### config.mk
export PLATFORM = sky130hd
export DESIGN_NAME = sba_alarm
export DESIGN_NICKNAME = d
export VERILOG_FILES = /design/src/pkg/sba_pkg.sv /design/src/pkg/sba_cmp_if.sv /design/src/sba_alarm.sv /design/src/sba_band_cmp.sv
export VERILOG_INCLUDE_DIRS = /design/src /design/src/pkg
export SDC_FILE = /design/constraint.sdc
export NUM_CORES = 2
export LEC_CHECK = 0
export ABC_AREA = 1
export BUFFER_PORTS_ARGS = -buffer_cell sky130_fd_sc_hd__buf_2
export CAP_MARGIN = 20
export CORE_ASPECT_RATIO = 1.2
export CORE_MARGIN = 3
export CORE_UTILIZATION = 55
export DETAILED_ROUTE_END_ITERATION = 16
export PLACE_DENSITY = 0.75
export RECOVER_POWER = 25
export SLEW_MARGIN = 20
export SYNTH_ARGS = -nofsm -noshare
export SYNTH_HDL_FRONTEND = slang
export SYNTH_SLANG_ARGS = --single-unit
### constraint.sdc
create_clock -name core_clk_in -period 3.3 [get_ports core_clk_in]
set_input_delay 0.495 -clock core_clk_in [delete_from_list [all_inputs] [get_ports core_clk_in]]
set_output_delay 0.495 -clock core_clk_in [all_outputs]
set_load 0.005 [all_outputs]
### src/pkg/sba_consts.svh
`ifndef SBA_CONSTS_SVH
`define SBA_CONSTS_SVH
// register byte offsets
`define SBA_OFS_LOW_BIN   8'h20
`define SBA_OFS_HIGH_BIN  8'h22
`define SBA_OFS_X_WARN    8'h24
`define SBA_OFS_Y_WARN    8'h26
`define SBA_OFS_X_FAULT   8'h28
`define SBA_OFS_Y_FAULT   8'h2A
`define SBA_OFS_POINTER   8'h2C
`define SBA_OFS_SYS_LEVEL 8'h2E
`define SBA_OFS_CONFIG    8'h30
`define SBA_OFS_GEN_STAT  8'h34
`define SBA_OFS_X_STAT    8'h38
`define SBA_OFS_Y_STAT    8'h3A
`define SBA_OFS_X_PEAK    8'h3C
`define SBA_OFS_Y_PEAK    8'h3E
`define SBA_OFS_X_BIN     8'h44
`define SBA_OFS_Y_BIN     8'h46
// reset values
`define SBA_CONFIG_RST    16'h0080
`define SBA_ZERO16        16'h0000
// config field positions and masks
`define SBA_CFG_X_EN      0
`define SBA_CFG_Y_EN      1
`define SBA_CFG_SYS_EN    3
`define SBA_CFG_SYS_TEMP  4
`define SBA_CFG_SYS_BELOW 5
`define SBA_CFG_PIN_EN    6
`define SBA_CFG_LATCH     7
`define SBA_CFG_DLY_LO    8
`define SBA_CFG_MASK      16'h0FFB
`define SBA_PTR_MASK      16'h0307
`define SBA_PTR_BAND_LO   0
`define SBA_PTR_RATE_LO   8
// global command bits
`define SBA_CMD_CLR_STAT  4
`define SBA_CMD_CLR_BANDS 9
`define SBA_CMD_SAVE      12
`endif

### src/pkg/sba_pkg.sv
package sba_pkg;
    // per-band limit entry
    typedef struct packed {
        logic [7:0] low;
        logic [7:0] high;
    } sba_limit_t;
    // scan phase per record
    typedef enum logic [2:0] {
        SBA_IDLE = 3'b001,
        SBA_SCAN = 3'b010,
        SBA_DONE = 3'b100
    } sba_phase_t;
endpackage

### src/pkg/sba_cmp_if.sv
`timescale 1ns/1ns
// carries one spectral sample and its band limits to the comparator
interface sba_cmp_if;
    logic [7:0] bin;
    logic [7:0] low;
    logic [7:0] high;
    logic [15:0] mag;
    logic [15:0] warn_lvl;
    logic [15:0] fault_lvl;
    logic warn_hit;
    logic fault_hit;
    modport src(output bin, low, high, mag, warn_lvl, fault_lvl, input warn_hit, fault_hit);
    modport cmp(input bin, low, high, mag, warn_lvl, fault_lvl, output warn_hit, fault_hit);
endinterface

### src/sba_alarm.sv
`timescale 1ns/1ns
`include "sba_consts.svh"
// What this block does
// [RQ1] six bands, limits and two thresholds each
// [RQ2] limits stored per band and rate option
// [RQ3] response delay counts alarming records
// [RQ4] bit 7 latches error flags until clear
// [RQ5] bit 6 routes warning and fault pins
// [RQ6] bit 5 picks below or above compare
// [RQ7] bit 4 picks temperature or supply
// [RQ8] bit 3 enables system alarm
// [RQ9] bits 1,0 enable y and x axes
// [RQ10] config resets to 0x0080, unused bits zero
// [RQ11] pointer bits 2:0 select band
// [RQ12] pointer bits 9:8 select rate option
// [RQ13] low-limit byte holds lower bin
// [RQ14] high-limit byte holds upper bin
// [RQ15] host sets pointer before writing limits
// [RQ16] host converts frequency to bin number
// [RQ17] warning and fault levels per axis
// [RQ18] system level compared with measurement
// [RQ19] axis and general status readable
// [RQ20] worst peak and bin per axis
// [RQ21] host keeps fault above warning
// [RQ22] status word bands and critical band
// [RQ23] clear and save band commands
// [RQ24] flag band when bin exceeds threshold
module sba_alarm
    import sba_pkg::*;
#(
    parameter int BANDS = 6,
    parameter int RATES = 4
) (
    // clock and reset
    input wire logic core_clk_in,
    input wire logic rst_n_in,
    // register port
    input wire logic reg_wr_in,
    input wire logic [7:0] reg_addr_in,
    input wire logic [15:0] reg_wdata_in,
    output logic [15:0] reg_rdata_out,
    // global command word strobe
    input wire logic cmd_valid_in,
    input wire logic [15:0] global_command_in,
    // spectral record stream: one bin per cycle per axis
    input wire logic rec_start_in,
    input wire logic rec_valid_in,
    input wire logic rec_last_in,
    input wire logic [1:0] rec_rate_in,
    input wire logic [7:0] rec_bin_in,
    input wire logic [15:0] rec_x_mag_in,
    input wire logic [15:0] rec_y_mag_in,
    // system measurements
    input wire logic [15:0] temp_meas_in,
    input wire logic [15:0] supply_meas_in,
    // alarm outputs
    output logic warning_output_pin_out,
    output logic fault_output_pin_out,
    output logic bands_saved_out
);
    localparam int NL = BANDS * RATES;
    // whole module state
    typedef struct packed {
        logic [NL-1:0][15:0] limits;  // {high,low} per band*rate
        logic [15:0] x_warn;
        logic [15:0] y_warn;
        logic [15:0] x_fault;
        logic [15:0] y_fault;
        logic [15:0] pointer;
        logic [15:0] sys_level;
        logic [15:0] config_r;
        logic [15:0] gen_stat;
        logic [15:0] x_stat;
        logic [15:0] y_stat;
        logic [15:0] x_peak;
        logic [15:0] y_peak;
        logic [15:0] x_bin;
        logic [15:0] y_bin;
        logic [BANDS-1:0][1:0] x_hit;  // {fault,warn} this record
        logic [BANDS-1:0][1:0] y_hit;
        logic [BANDS-1:0][1:0][3:0] x_cnt;  // consecutive alarm records
        logic [BANDS-1:0][1:0][3:0] y_cnt;
        logic [15:0] xr_peak;  // running worst this record
        logic [15:0] yr_peak;
        logic [7:0] xr_bin;
        logic [7:0] yr_bin;
        logic [1:0] rate;
        logic written;  // limits touched since clear
        logic saved;
        sba_phase_t phase;
    } sba_state_t;

    sba_state_t st_ff;
    sba_state_t nxt_st;

    // comparator results per band
    logic [BANDS-1:0] xw;
    logic [BANDS-1:0] xf;
    logic [BANDS-1:0] yw;
    logic [BANDS-1:0] yf;
    // limit entry index for pointer access
    logic [7:0] ptr_idx;
    logic ptr_ok;
    logic [15:0] sys_meas;
    logic sys_alarm;

    // pointer band 1..6 maps to entry (band-1)*RATES+rate
    always_comb begin
        ptr_idx = 8'((st_ff.pointer[2:0] - 3'd1) * RATES) + 8'(st_ff.pointer[9:8]); // RQ11 RQ12
        ptr_ok = (st_ff.pointer[2:0] >= 3'd1) && (st_ff.pointer[2:0] <= 3'(BANDS));
    end

    // one comparator per band and axis; limits for record rate
    genvar g;
    generate
        for (g = 0; g < BANDS; g++) begin : g_band // RQ1
            sba_cmp_if xi();
            sba_cmp_if yi();
            assign xi.bin = rec_bin_in;
            assign xi.low = st_ff.limits[g * RATES + st_ff.rate][7:0];
            assign xi.high = st_ff.limits[g * RATES + st_ff.rate][15:8];
            assign xi.mag = rec_x_mag_in;
            assign xi.warn_lvl = st_ff.x_warn; // RQ17
            assign xi.fault_lvl = st_ff.x_fault;
            assign yi.bin = rec_bin_in;
            assign yi.low = st_ff.limits[g * RATES + st_ff.rate][7:0];
            assign yi.high = st_ff.limits[g * RATES + st_ff.rate][15:8];
            assign yi.mag = rec_y_mag_in;
            assign yi.warn_lvl = st_ff.y_warn;
            assign yi.fault_lvl = st_ff.y_fault;
            sba_band_cmp u_x (.c(xi));
            sba_band_cmp u_y (.c(yi));
            assign xw[g] = xi.warn_hit;
            assign xf[g] = xi.fault_hit;
            assign yw[g] = yi.warn_hit;
            assign yf[g] = yi.fault_hit;
        end
    endgenerate

    // system alarm compare, selected source and polarity
    always_comb begin
        sys_meas = st_ff.config_r[`SBA_CFG_SYS_TEMP] ? temp_meas_in : supply_meas_in; // RQ7
        sys_alarm = 1'b0;
        if (st_ff.config_r[`SBA_CFG_SYS_EN]) begin // RQ8
            if (st_ff.config_r[`SBA_CFG_SYS_BELOW]) begin
                sys_alarm = sys_meas < st_ff.sys_level; // RQ6 RQ18
            end else begin
                sys_alarm = sys_meas > st_ff.sys_level; // RQ6
            end
        end
    end

    // next-state logic
    always_comb begin
        logic [3:0] dly;
        logic [15:0] xs;
        logic [15:0] ys;
        logic xbad;
        logic ybad;
        dly = 4'h0;
        xs = `SBA_ZERO16;
        ys = `SBA_ZERO16;
        xbad = 1'b0;
        ybad = 1'b0;
        nxt_st = st_ff;
        dly = st_ff.config_r[`SBA_CFG_DLY_LO +: 4];
        // register writes
        if (reg_wr_in) begin
            unique case (reg_addr_in)
                `SBA_OFS_LOW_BIN: begin
                    if (ptr_ok) begin
                        nxt_st.limits[ptr_idx][7:0] = reg_wdata_in[7:0]; // RQ2 RQ13
                        nxt_st.written = 1'b1;
                    end
                end
                `SBA_OFS_HIGH_BIN: begin
                    if (ptr_ok) begin
                        nxt_st.limits[ptr_idx][15:8] = reg_wdata_in[7:0]; // RQ2 RQ14
                        nxt_st.written = 1'b1;
                    end
                end
                `SBA_OFS_X_WARN: nxt_st.x_warn = reg_wdata_in; // RQ17
                `SBA_OFS_Y_WARN: nxt_st.y_warn = reg_wdata_in;
                `SBA_OFS_X_FAULT: nxt_st.x_fault = reg_wdata_in;
                `SBA_OFS_Y_FAULT: nxt_st.y_fault = reg_wdata_in;
                `SBA_OFS_POINTER: nxt_st.pointer = reg_wdata_in & `SBA_PTR_MASK; // RQ12
                `SBA_OFS_SYS_LEVEL: nxt_st.sys_level = reg_wdata_in; // RQ18
                `SBA_OFS_CONFIG: nxt_st.config_r = reg_wdata_in & `SBA_CFG_MASK; // RQ10
                default: ;  // read-only or unmapped: ignored
            endcase
        end
        // global commands
        if (cmd_valid_in) begin
            if (global_command_in[`SBA_CMD_CLR_BANDS]) begin
                nxt_st.limits = '0; // RQ23
                nxt_st.written = 1'b0;
                nxt_st.saved = 1'b0;
            end
            // save refused once any location was written
            if (global_command_in[`SBA_CMD_SAVE] && !st_ff.written) begin
                nxt_st.saved = 1'b1; // RQ23
            end
            if (global_command_in[`SBA_CMD_CLR_STAT]) begin
                nxt_st.gen_stat = `SBA_ZERO16; // RQ4
            end
        end
        // system alarm flag: latched or live; set wins over clear
        if (st_ff.config_r[`SBA_CFG_LATCH]) begin
            if (sys_alarm) begin
                nxt_st.gen_stat[0] = 1'b1; // RQ4
            end
        end else begin
            nxt_st.gen_stat[0] = sys_alarm; // RQ4
        end
        // record scan phases
        unique case (st_ff.phase)
            SBA_IDLE: begin
                if (rec_start_in) begin
                    nxt_st.rate = rec_rate_in;
                    nxt_st.x_hit = '0;
                    nxt_st.y_hit = '0;
                    nxt_st.xr_peak = `SBA_ZERO16;
                    nxt_st.yr_peak = `SBA_ZERO16;
                    nxt_st.phase = SBA_SCAN;
                end
            end
            SBA_SCAN: begin
                if (rec_valid_in) begin
                    for (int b = 0; b < BANDS; b++) begin
                        if (xw[b]) nxt_st.x_hit[b][0] = 1'b1; // RQ24
                        if (xf[b]) nxt_st.x_hit[b][1] = 1'b1;
                        if (yw[b]) nxt_st.y_hit[b][0] = 1'b1;
                        if (yf[b]) nxt_st.y_hit[b][1] = 1'b1;
                    end
                    // worst in-band magnitude per axis
                    if ((|xw) && rec_x_mag_in > st_ff.xr_peak) begin
                        nxt_st.xr_peak = rec_x_mag_in; // RQ20
                        nxt_st.xr_bin = rec_bin_in;
                    end
                    if ((|yw) && rec_y_mag_in > st_ff.yr_peak) begin
                        nxt_st.yr_peak = rec_y_mag_in;
                        nxt_st.yr_bin = rec_bin_in;
                    end
                    if (rec_last_in) begin
                        nxt_st.phase = SBA_DONE;
                    end
                end
            end
            SBA_DONE: begin
                // count consecutive alarming records per band/level
                for (int b = 0; b < BANDS; b++) begin
                    for (int l = 0; l < 2; l++) begin
                        if (!st_ff.config_r[`SBA_CFG_X_EN] || !st_ff.x_hit[b][l]) begin
                            nxt_st.x_cnt[b][l] = 4'h0; // RQ9
                        end else if (st_ff.x_cnt[b][l] != 4'hF) begin
                            nxt_st.x_cnt[b][l] = st_ff.x_cnt[b][l] + 4'h1; // RQ3
                        end
                        if (!st_ff.config_r[`SBA_CFG_Y_EN] || !st_ff.y_hit[b][l]) begin
                            nxt_st.y_cnt[b][l] = 4'h0; // RQ9
                        end else if (st_ff.y_cnt[b][l] != 4'hF) begin
                            nxt_st.y_cnt[b][l] = st_ff.y_cnt[b][l] + 4'h1;
                        end
                // flag on record delay+1; prior count saturates at 15 so delay 15 still fires
                        xs[4 + 2 * b + l] = |nxt_st.x_cnt[b][l] && st_ff.x_cnt[b][l] >= dly; // RQ3
                        ys[4 + 2 * b + l] = |nxt_st.y_cnt[b][l] && st_ff.y_cnt[b][l] >= dly;
                    end
                end
                // most critical band: lowest-numbered fault band, else lowest-numbered warning band
                for (int b = 0; b < BANDS; b++) begin
                    if (xs[4 + 2 * b] && !xbad && xs[2:0] == 3'd0) xs[2:0] = 3'(b + 1);
                    if (ys[4 + 2 * b] && !ybad && ys[2:0] == 3'd0) ys[2:0] = 3'(b + 1);
                end
                for (int b = 0; b < BANDS; b++) begin
                    if (xs[5 + 2 * b] && !xbad) begin
                        xs[2:0] = 3'(b + 1); // RQ22
                        xbad = 1'b1;
                    end
                    if (ys[5 + 2 * b] && !ybad) begin
                        ys[2:0] = 3'(b + 1);
                        ybad = 1'b1;
                    end
                end
                nxt_st.x_stat = xs; // RQ19
                nxt_st.y_stat = ys;
                nxt_st.x_peak = (|xs[15:4]) ? st_ff.xr_peak : `SBA_ZERO16; // RQ20
                nxt_st.y_peak = (|ys[15:4]) ? st_ff.yr_peak : `SBA_ZERO16;
                nxt_st.x_bin = (|xs[15:4]) ? {8'h00, st_ff.xr_bin} : `SBA_ZERO16;
                nxt_st.y_bin = (|ys[15:4]) ? {8'h00, st_ff.yr_bin} : `SBA_ZERO16;
                // spectral flags in general status, latched or live
                if (st_ff.config_r[`SBA_CFG_LATCH]) begin
                    if (|xs[15:4]) nxt_st.gen_stat[1] = 1'b1; // RQ4
                    if (|ys[15:4]) nxt_st.gen_stat[2] = 1'b1;
                end else begin
                    nxt_st.gen_stat[1] = |xs[15:4];
                    nxt_st.gen_stat[2] = |ys[15:4];
                end
                nxt_st.phase = SBA_IDLE;
            end
            default: nxt_st.phase = SBA_IDLE;
        endcase
    end

    // state register
    always_ff @(posedge core_clk_in or negedge rst_n_in) begin
        if (!rst_n_in) begin
            st_ff <= '0;
            st_ff.config_r <= `SBA_CONFIG_RST; // RQ10
            st_ff.phase <= SBA_IDLE;
        end else begin
            st_ff <= nxt_st;
        end
    end

    // register read mux
    always_comb begin
        unique case (reg_addr_in)
            `SBA_OFS_LOW_BIN: reg_rdata_out = ptr_ok ? {8'h00, st_ff.limits[ptr_idx][7:0]} : '0;
            `SBA_OFS_HIGH_BIN: reg_rdata_out = ptr_ok ? {8'h00, st_ff.limits[ptr_idx][15:8]} : '0;
            `SBA_OFS_X_WARN: reg_rdata_out = st_ff.x_warn;
            `SBA_OFS_Y_WARN: reg_rdata_out = st_ff.y_warn;
            `SBA_OFS_X_FAULT: reg_rdata_out = st_ff.x_fault;
            `SBA_OFS_Y_FAULT: reg_rdata_out = st_ff.y_fault;
            `SBA_OFS_POINTER: reg_rdata_out = st_ff.pointer;
            `SBA_OFS_SYS_LEVEL: reg_rdata_out = st_ff.sys_level;
            `SBA_OFS_CONFIG: reg_rdata_out = st_ff.config_r;
            `SBA_OFS_GEN_STAT: reg_rdata_out = st_ff.gen_stat; // RQ19
            `SBA_OFS_X_STAT: reg_rdata_out = st_ff.x_stat;
            `SBA_OFS_Y_STAT: reg_rdata_out = st_ff.y_stat;
            `SBA_OFS_X_PEAK: reg_rdata_out = st_ff.x_peak; // RQ20
            `SBA_OFS_Y_PEAK: reg_rdata_out = st_ff.y_peak;
            `SBA_OFS_X_BIN: reg_rdata_out = st_ff.x_bin;
            `SBA_OFS_Y_BIN: reg_rdata_out = st_ff.y_bin;
            default: reg_rdata_out = `SBA_ZERO16;  // unmapped reads zero
        endcase
    end

    // pins follow status only when routed to alarms
    assign warning_output_pin_out = st_ff.config_r[`SBA_CFG_PIN_EN] &&
        (|{st_ff.x_stat[14], st_ff.x_stat[12], st_ff.x_stat[10], st_ff.x_stat[8],
           st_ff.x_stat[6], st_ff.x_stat[4], st_ff.y_stat[14], st_ff.y_stat[12],
           st_ff.y_stat[10], st_ff.y_stat[8], st_ff.y_stat[6], st_ff.y_stat[4]}); // RQ5
    assign fault_output_pin_out = st_ff.config_r[`SBA_CFG_PIN_EN] &&
        (|{st_ff.x_stat[15], st_ff.x_stat[13], st_ff.x_stat[11], st_ff.x_stat[9],
           st_ff.x_stat[7], st_ff.x_stat[5], st_ff.y_stat[15], st_ff.y_stat[13],
           st_ff.y_stat[11], st_ff.y_stat[9], st_ff.y_stat[7], st_ff.y_stat[5]}); // RQ5
    assign bands_saved_out = st_ff.saved;

    a_cfg_reset: assert property (@(posedge core_clk_in) $rose(rst_n_in) |->
        st_ff.config_r == `SBA_CONFIG_RST) else $error("config reset wrong"); // RQ10
    a_pin_gate: assert property (@(posedge core_clk_in) disable iff (!rst_n_in)
        !st_ff.config_r[`SBA_CFG_PIN_EN] |-> !warning_output_pin_out && !fault_output_pin_out)
        else $error("pin active while disabled"); // RQ5
    a_x_disable: assert property (@(posedge core_clk_in) disable iff (!rst_n_in)
        st_ff.phase == SBA_DONE && !st_ff.config_r[`SBA_CFG_X_EN] |=> st_ff.x_stat == 16'h0000)
        else $error("x status with axis off"); // RQ9
    a_sys_latch: assert property (@(posedge core_clk_in) disable iff (!rst_n_in)
        st_ff.config_r[`SBA_CFG_LATCH] && st_ff.gen_stat[0] && !cmd_valid_in |=> st_ff.gen_stat[0])
        else $error("latched flag dropped"); // RQ4
    a_sys_off: assert property (@(posedge core_clk_in) disable iff (!rst_n_in)
        !st_ff.config_r[`SBA_CFG_SYS_EN] && !st_ff.config_r[`SBA_CFG_LATCH] |=> !st_ff.gen_stat[0])
        else $error("system alarm while off"); // RQ8
    a_sys_cmp: assert property (@(posedge core_clk_in) disable iff (!rst_n_in)
        sys_alarm |-> (st_ff.config_r[`SBA_CFG_SYS_BELOW] ? sys_meas < st_ff.sys_level
                       : sys_meas > st_ff.sys_level)) else $error("system compare wrong"); // RQ6
    a_save_refuse: assert property (@(posedge core_clk_in) disable iff (!rst_n_in)
        st_ff.written && !st_ff.saved |=> !st_ff.saved) else $error("save accepted"); // RQ23
    a_crit_band: assert property (@(posedge core_clk_in) disable iff (!rst_n_in)
        st_ff.phase == SBA_DONE ##1 (st_ff.x_stat[15:4] == 12'h000) |-> st_ff.x_stat[2:0] == 3'd0)
        else $error("critical band without flag"); // RQ22
endmodule

### src/sba_band_cmp.sv
`timescale 1ns/1ns
// combinational in-band threshold compare for one band of one axis
module sba_band_cmp
    import sba_pkg::*;
(
    sba_cmp_if.cmp c
);
    logic in_band;
    // bin inside the inclusive limits
    assign in_band = (c.bin >= c.low) && (c.bin <= c.high);
    assign c.warn_hit = in_band && (c.mag > c.warn_lvl); // RQ24
    assign c.fault_hit = in_band && (c.mag > c.fault_lvl); // RQ24
endmodule

* Yosys cells after proc, flatten, opt, wreduce, memory -nomap -nowiden
Cells that the tools add are included.
** Storage, ports and cells
- Flip-flop bits (word level) :: 752
- Bits in latches :: 0
- Memory bits (writable) :: 0
- ROM bits :: 0
- Bits of input ports :: 121
- Output and inout port bits :: 19
- Logic and storage cells :: 699
- Memories kept :: 0
** Cells by class
- Add/sub/neg operators :: 31
- Multipliers :: 0
- Divide/modulo/power cells :: 0
- $lt $le $gt $ge :: 54
- Equal/unequal tests :: 74
- Shift operators :: 0
- Multiplexer cells :: 221
- Bitwise gates (word level) :: 0
- Reduce and logical (&&, ||, !) cells :: 224
** Operators with widths (number)
- $mux 384 :: 4
- $bwmux 384 :: 2
- $pmux 384 s2 :: 1
- $mux 496 :: 1
- $bmux 16 s5 :: 6
- $mux 16 :: 18
- $mux 4 :: 72
- $pmux 16 s16 :: 1
- $demux 16 s5 :: 2
- $eq 8x6->1 const B :: 14
- $gt 16x16->1 :: 7
- $mux 3 :: 37
- $reduce_and 4->1 :: 26
- $add 4x1->4 const B :: 24
- $ge 4x4->1 :: 24
- $ne 4x4->1 const B :: 24
- $reduce_or 4->1 :: 24
- $logic_and 1x1->1 :: 81
- $pmux 32 s2 :: 1
- $mux 1 :: 56
- $mux 8 :: 7
- $ge 8x8->1 :: 6
- $le 8x8->1 :: 6
- $mux 24 :: 2
- 38 further kinds :: 158

* Longest topological paths before layout
- Depth after elaboration :: 33
- Mapped depth :: 25
- Mapped depth without buffers :: 22

* Hierarchy
Synthesis repeated with hierarchy kept, for this count alone.
** Unflattened totals
- Cells, all modules :: 8692
- Area, all modules :: 61715.4 µm²
** By module, submodules not included
- sba_alarm :: times used 1, cells an instance 6088, area each 45740.1 µm², seq. area each 18420.2 µm²
- sba_band_cmp :: times used 12, cells an instance 217, area each 1331.3 µm², seq. area each 0.0 µm²

* Least setup slack after synthesis
No wires, ideal clock.
- Path type :: register to register
- From :: reg st_ff[5] in the netlist's numbering
- To :: reg st_ff[29] in the netlist's numbering
- Setup time :: 0.066 ns
- Arrival :: 3.135 ns
- Required time :: 3.234 ns
- Path slack :: 0.099 ns
- Stages on the path, launching flop included :: 22
- Buffers on the path :: 4
- Period minus slack after synthesis :: 3.201 ns
- Cell sequence :: dfrtp_1 > clkbuf_1 > clkbuf_1 > clkbuf_1 > nand2_1 > a32o_1 > ha_1 > nand2_1 > nor2_1 > nand2_1 > nand2_1 > nand2_1 > nand2_1 > inv_1 > o21ai_0 > nand3_1 > nand2_2 > nand2_2 > nand2_1 > buf_2 > nand2_1 > nand2_1
** Between the ends
- Word-level cells in the longest chain between the ends :: 10
- Elaborated cells on any way between the ends :: 45
- Those cells by class :: 5 x add/sub; 12 x order compare; 1 x eq/ne; 12 x mux; 15 x reduce/logical
** RTL lines
- start: declaration :: line sba_alarm.sv:93 : sba_state_t st_ff;
- start signal: assignment :: line sba_alarm.sv:310 : st_ff <= nxt_st;
- $add 5x2->6 (tied with other cells) :: line sba_alarm.sv:126, sba_alarm.sv:127
- $bmux 16 s5 :: line sba_alarm.sv:126, sba_alarm.sv:127
- $mux 16 (implied by the code) :: line sba_alarm.sv:127 : assign yi.high = st_ff.limits[g * RATES + st_ff.rate][15:8];
- $ge 8x8->1 / $le 8x8->1 (equally long branches) :: line sba_band_cmp.sv:10 : assign in_band = (c.bin >= c.low) && (c.bin <= c.high);
- $logic_and 1x1->1 :: line sba_band_cmp.sv:10
- $logic_and 1x1->1 :: line sba_band_cmp.sv:11 : assign c.warn_hit = in_band && (c.mag > c.warn_lvl);
- $reduce_or 6->1 * :: line sba_alarm.sv:240 : if ((|yw) && rec_y_mag_in > st_ff.yr_peak) begin
- $logic_and 1x1->1 * :: line sba_alarm.sv:240
- $ne 2x2->1 (no line) *
- $reduce_and 4->1 (no line) *
Every way passes the cells marked *; elsewhere a longest branch is shown, timed or not. The select of a mux whose other input is x is not followed.
A chain may end at the register's enable or synchronous reset.

* Worst setup path in the final report
- From :: reg st_ff[320] in the netlist's numbering
- To :: out reg_rdata_out[3]
** Between the ends
- Word-level cells in the longest chain between the ends :: 6
- Elaborated cells on any way between the ends :: 10
- Those cells by class :: 2 x add/sub; 2 x order compare; 5 x mux; 1 x reduce/logical
** RTL lines
- $sub 3x1->4 :: line sba_alarm.sv:109 : ptr_idx = 8'((st_ff.pointer[2:0] - 3'd1) * RATES) + 8'(st_ff.pointer[9:8]);
- $add 6x3->7 :: line sba_alarm.sv:109
- $bmux 16 s5 :: line sba_alarm.sv:317, sba_alarm.sv:318
- $mux 16 (implied by the code) :: line sba_alarm.sv:318 : `SBA_OFS_HIGH_BIN: reg_rdata_out = ptr_ok ? {8'h00, st_ff.limits[ptr_idx][15:8]} : '0;
- $mux 8 (on tied branches) :: line sba_alarm.sv:318, sba_alarm.sv:317
- $pmux 16 s16 * :: line sba_alarm.sv:316 : unique case (reg_addr_in)
- end: declaration :: line sba_alarm.sv:41 : output logic [15:0] reg_rdata_out,
Marked as above.

==> metrics.cfg <==
[run_status]
status=finished with violations
violations=capacitance limit, slew limit, setup timing

[setup_path]
endpoint_kind=primary output
critPathMostFrequentCell=ha_4
reg2reg_from=st_ff[5]
cpMaxStageDelayCell=dfrtp_1
crit_path_max_fanout=6
crit_path_start_kind=flop
cp_num_buf_inv=6
crit_type=flop to primary output
cp.required_ps=2800
crit_start=st_ff[320]
max_stage_delay_ps=370
critPathTopFamily=buffers and inverters
worstPathCellList=inv_2 -> ha_4 -> ha_4 -> inv_4 -> nor2_4 -> nand2_2 -> clkinvlp_4 -> buf_12 -> o21ai_4 -> nand4_1 -> buf_4 -> o211ai_1 -> nand3_2 -> buf_2
crit_arrival_ps=3170
reg2reg_setup_slack_ps=-40
rr_worst_depth=24
reg2reg_to=st_ff[25]

[drt]
first_pass_iters=6
post_drt_via_cell_ratio=6.46
wl_met1_um=68900
postRouteAntennaNets=0
first_iter_violations=6186
dr.max_layer_used=met5
vias=52901
wl_met2_um=86400
wl_um=191000
wire_per_inst_um=23.4
met3_wirelength_um=19400
drc=0

[timing]
worst_hold_slack_ps=108
period_minus_slack_ps=3660
setup_tns_ps=-2690
timing.fmax_mhz=273
drv_slew=96
final_hold_viol_count=0
timing.final.crit_share_pct=111
grt_setup_unrepaired=yes
worstMarginPinSlew_ps=2340
fin_skew_ps=29.3
maxSlewHeadroom_pct=-56.1
fin_ws_ps=-360
report.final.setup_viol=31

[place]
place_area_mm2=0.0539
place_congestion=1.03
hpwl_um=128000
portBuffers=126

[logic_synthesis]
syn_inst=6769
ys_async_sr_fraction_pct=100
synth_seq_cells=736
synth_edf_count=0
synth.distinct_cells=59
yosys_warnings=0
synth_area_mm2=0.0500
synth_area_per_cell_um2=7.38
syn_nets=7222
synth-main-ff-cell=dfrtp_1
yosysSeqAreaShare_pct=36.8

[cells_and_area]
stdcell_area_mm2=0.0580
fin_nets=7415
multi_input_area_mm2=0.0278
ff_latch_area_mm2=0.0184
diodes=0
syn_to_final_growth_pct=16.1
drive_gt1_share_pct=12.3
fin_util_pct=64.7
fillerInstances=7712

[min_path]
whs_path_depth=3
hold_end=st_ff[2]
min-delay-start=rec_last_in
hold_class=input port to flop

[power]
p_leak_uw=0.0255
peakVddDrop_uv=424
power.density_mw_per_mm2=489

[global_routing]
track_usage_pct=39.0
grt_first_pass_wirelength_um=286000
grt_max_degree=165
grt_overflow=0
grt_pass1_vias=49535
antenna_found_initial=1

[clock_tree]
cts_buffer_depth=3
clock_sinks=736
insertion_delay_ps=680
clk_pin_slew_worst_paths_ps=70
cts_tree=built
htree_levels=3
cts_buffers=84
clockRootBuffer=clkbuf_16

[run]
cap_violations=2

[die]
io_pins=140
fp.dieArea_mm2=0.0946
core_mm2=0.0896
die_width_um=281
fp.dieH_um=336
num_rows=120
start_util_pct=55.8

[cell type report]
cell class	count	area share, %
Sequential cell	736	31.8
Multi-Input combinational cell	4874	48.0
Inverter	746	4.93
Clock inverter	29	0.582
Clock buffer	123	4.26
Tap cell	1159	2.50
Timing Repair Buffer	520	8.01
[what timing repair did]
action,in CTS,in global routing
cloned,3,10
endpoints found under the hold margin,47,0
setup endpoints to repair,49,56
resized for setup,122,194
buffers inserted,19,20
hold buffers,1,0
pin swaps,33,47
[state kept, by name, indices dropped and copies added (netlist names)]
signal,count
g_band.yi.warn_lvl,16
st_ff,671
g_band.xi.fault_lvl,16
bands_saved_out,1
g_band.xi.warn_lvl,16
g_band.yi.fault_lvl,16
[synthesized netlist by cell type (all sizes together) (3+ instances only)]
library cell | number | area share [%]
a21boi | 3 | 0.045
nor3 | 24 | 0.31
nor4 | 12 | 0.15
a211oi | 157 | 2.4
o21a | 16 | 0.24
o21bai | 9 | 0.14
a22oi | 199 | 3.0
a21o | 5 | 0.075
a221oi | 146 | 2.6
o211ai | 41 | 0.62
inv | 737 | 5.5
nand4 | 75 | 0.94
clkinv | 9 | 0.068
mux2 | 15 | 0.34
nor2 | 544 | 4.3
nand2 | 1318 | 9.9
o221ai | 4 | 0.070
o21ai | 1019 | 10
a31oi | 10 | 0.14
xor2 | 5 | 0.088
o211a | 25 | 0.50
a32o | 7 | 0.14
a21oi | 444 | 4.4
clkbuf | 315 | 2.4
o22ai | 154 | 1.9
nor3b | 3 | 0.045
o2111ai | 10 | 0.18
buf | 98 | 0.94
nand3 | 269 | 2.7
o31ai | 9 | 0.14
dfrtp | 734 | 37
ha | 332 | 8.3
a311oi | 3 | 0.053
[worst max-delay path by stage]
stage                                   to  cells past startpoint  slack, ps
after global routing      reg_rdata_out[3]                     14       -410
after floorplan                  st_ff[29]                     21        100
after global placement           st_ff[48]                     24          8
final                     reg_rdata_out[3]                     14       -360
after detailed placement         st_ff[40]                     21        -60
after CTS                 reg_rdata_out[6]                     14       -290
[worst register-to-register path, stage by stage, from the launching register on]
cell        delay [ps]
dfrtp_4            510
buf_12             180
clkinvlp_4         120
buf_12             120
buf_12             110
clkbuf_16          140
nand2_2             50
a32o_2             260
ha_4               290
nand2_4             70
a21oi_2            120
nor2_1              50
nand2_1             60
nand2_1             50
nand2_2             80
buf_12             140
inv_8               40
o21ai_4            110
nand3_2            110
nand2_4            120
nand2_4             90
nand2_4            140
clkbuf_16          200
nand2_2             60
nand2_1             60
[placed cells by master (no fill, tap or decap), types with 59 or more instances in the layout]
| master | synthesis | routed |
|---|---|---|
| a22oi_1 | 199 | 199 |
| o21ai_1 | 29 | 85 |
| o22ai_1 | 154 | 152 |
| nor2_1 | 524 | 510 |
| nand2_1 | 1310 | 1254 |
| nand3_1 | 266 | 255 |
| a21oi_1 | 444 | 433 |
| buf_4 | 2 | 271 |
| a221oi_1 | 146 | 145 |
| ha_1 | 332 | 328 |
| nand4_1 | 75 | 75 |
| inv_1 | 718 | 704 |
| buf_12 | 0 | 59 |
| buf_2 | 71 | 123 |
| o21ai_0 | 989 | 902 |
| clkbuf_16 | 0 | 96 |
| a211oi_1 | 157 | 157 |
| dfrtp_1 | 734 | 730 |
[kinds of logic after synthesis]
family	after synthesis	share of synthesized area [%]
mux	16	0.358
fa+ha+maj	332	8.31
xor+xnor	7	0.123
buf+inv	1159	8.91
compound gates	2267	26.9
simple gates	2252	18.5
flops	736	36.8
[through the flow]
step,instances,total power [uW],setup WS [ps]
3_3_place_gp,7991,17100,7.94
3_5_place_dp,7991,17300,-58.1
5_1_grt,8187,29400,-406
6_report,8187,28400,-360
2_1_floorplan,6769,14000,98.8
4_1_cts,8158,27000,-290
[where the power goes]
part,switching (uW),leakage (uW),internal (uW)
registers,390,0.0102,9490
logic,5610,0.0139,3090
clock network,4110,0.00139,5670
total,10100,0.0255,18200
[per-layer routing]
metal  track usage [%]  up-vias
li1                  -    23887
met1              46.4    24938
met2              62.4     3233
met3              8.11      841
met4              28.7        2
met5                 0        -
Note: power is estimated with default switching activity, not from simulation.
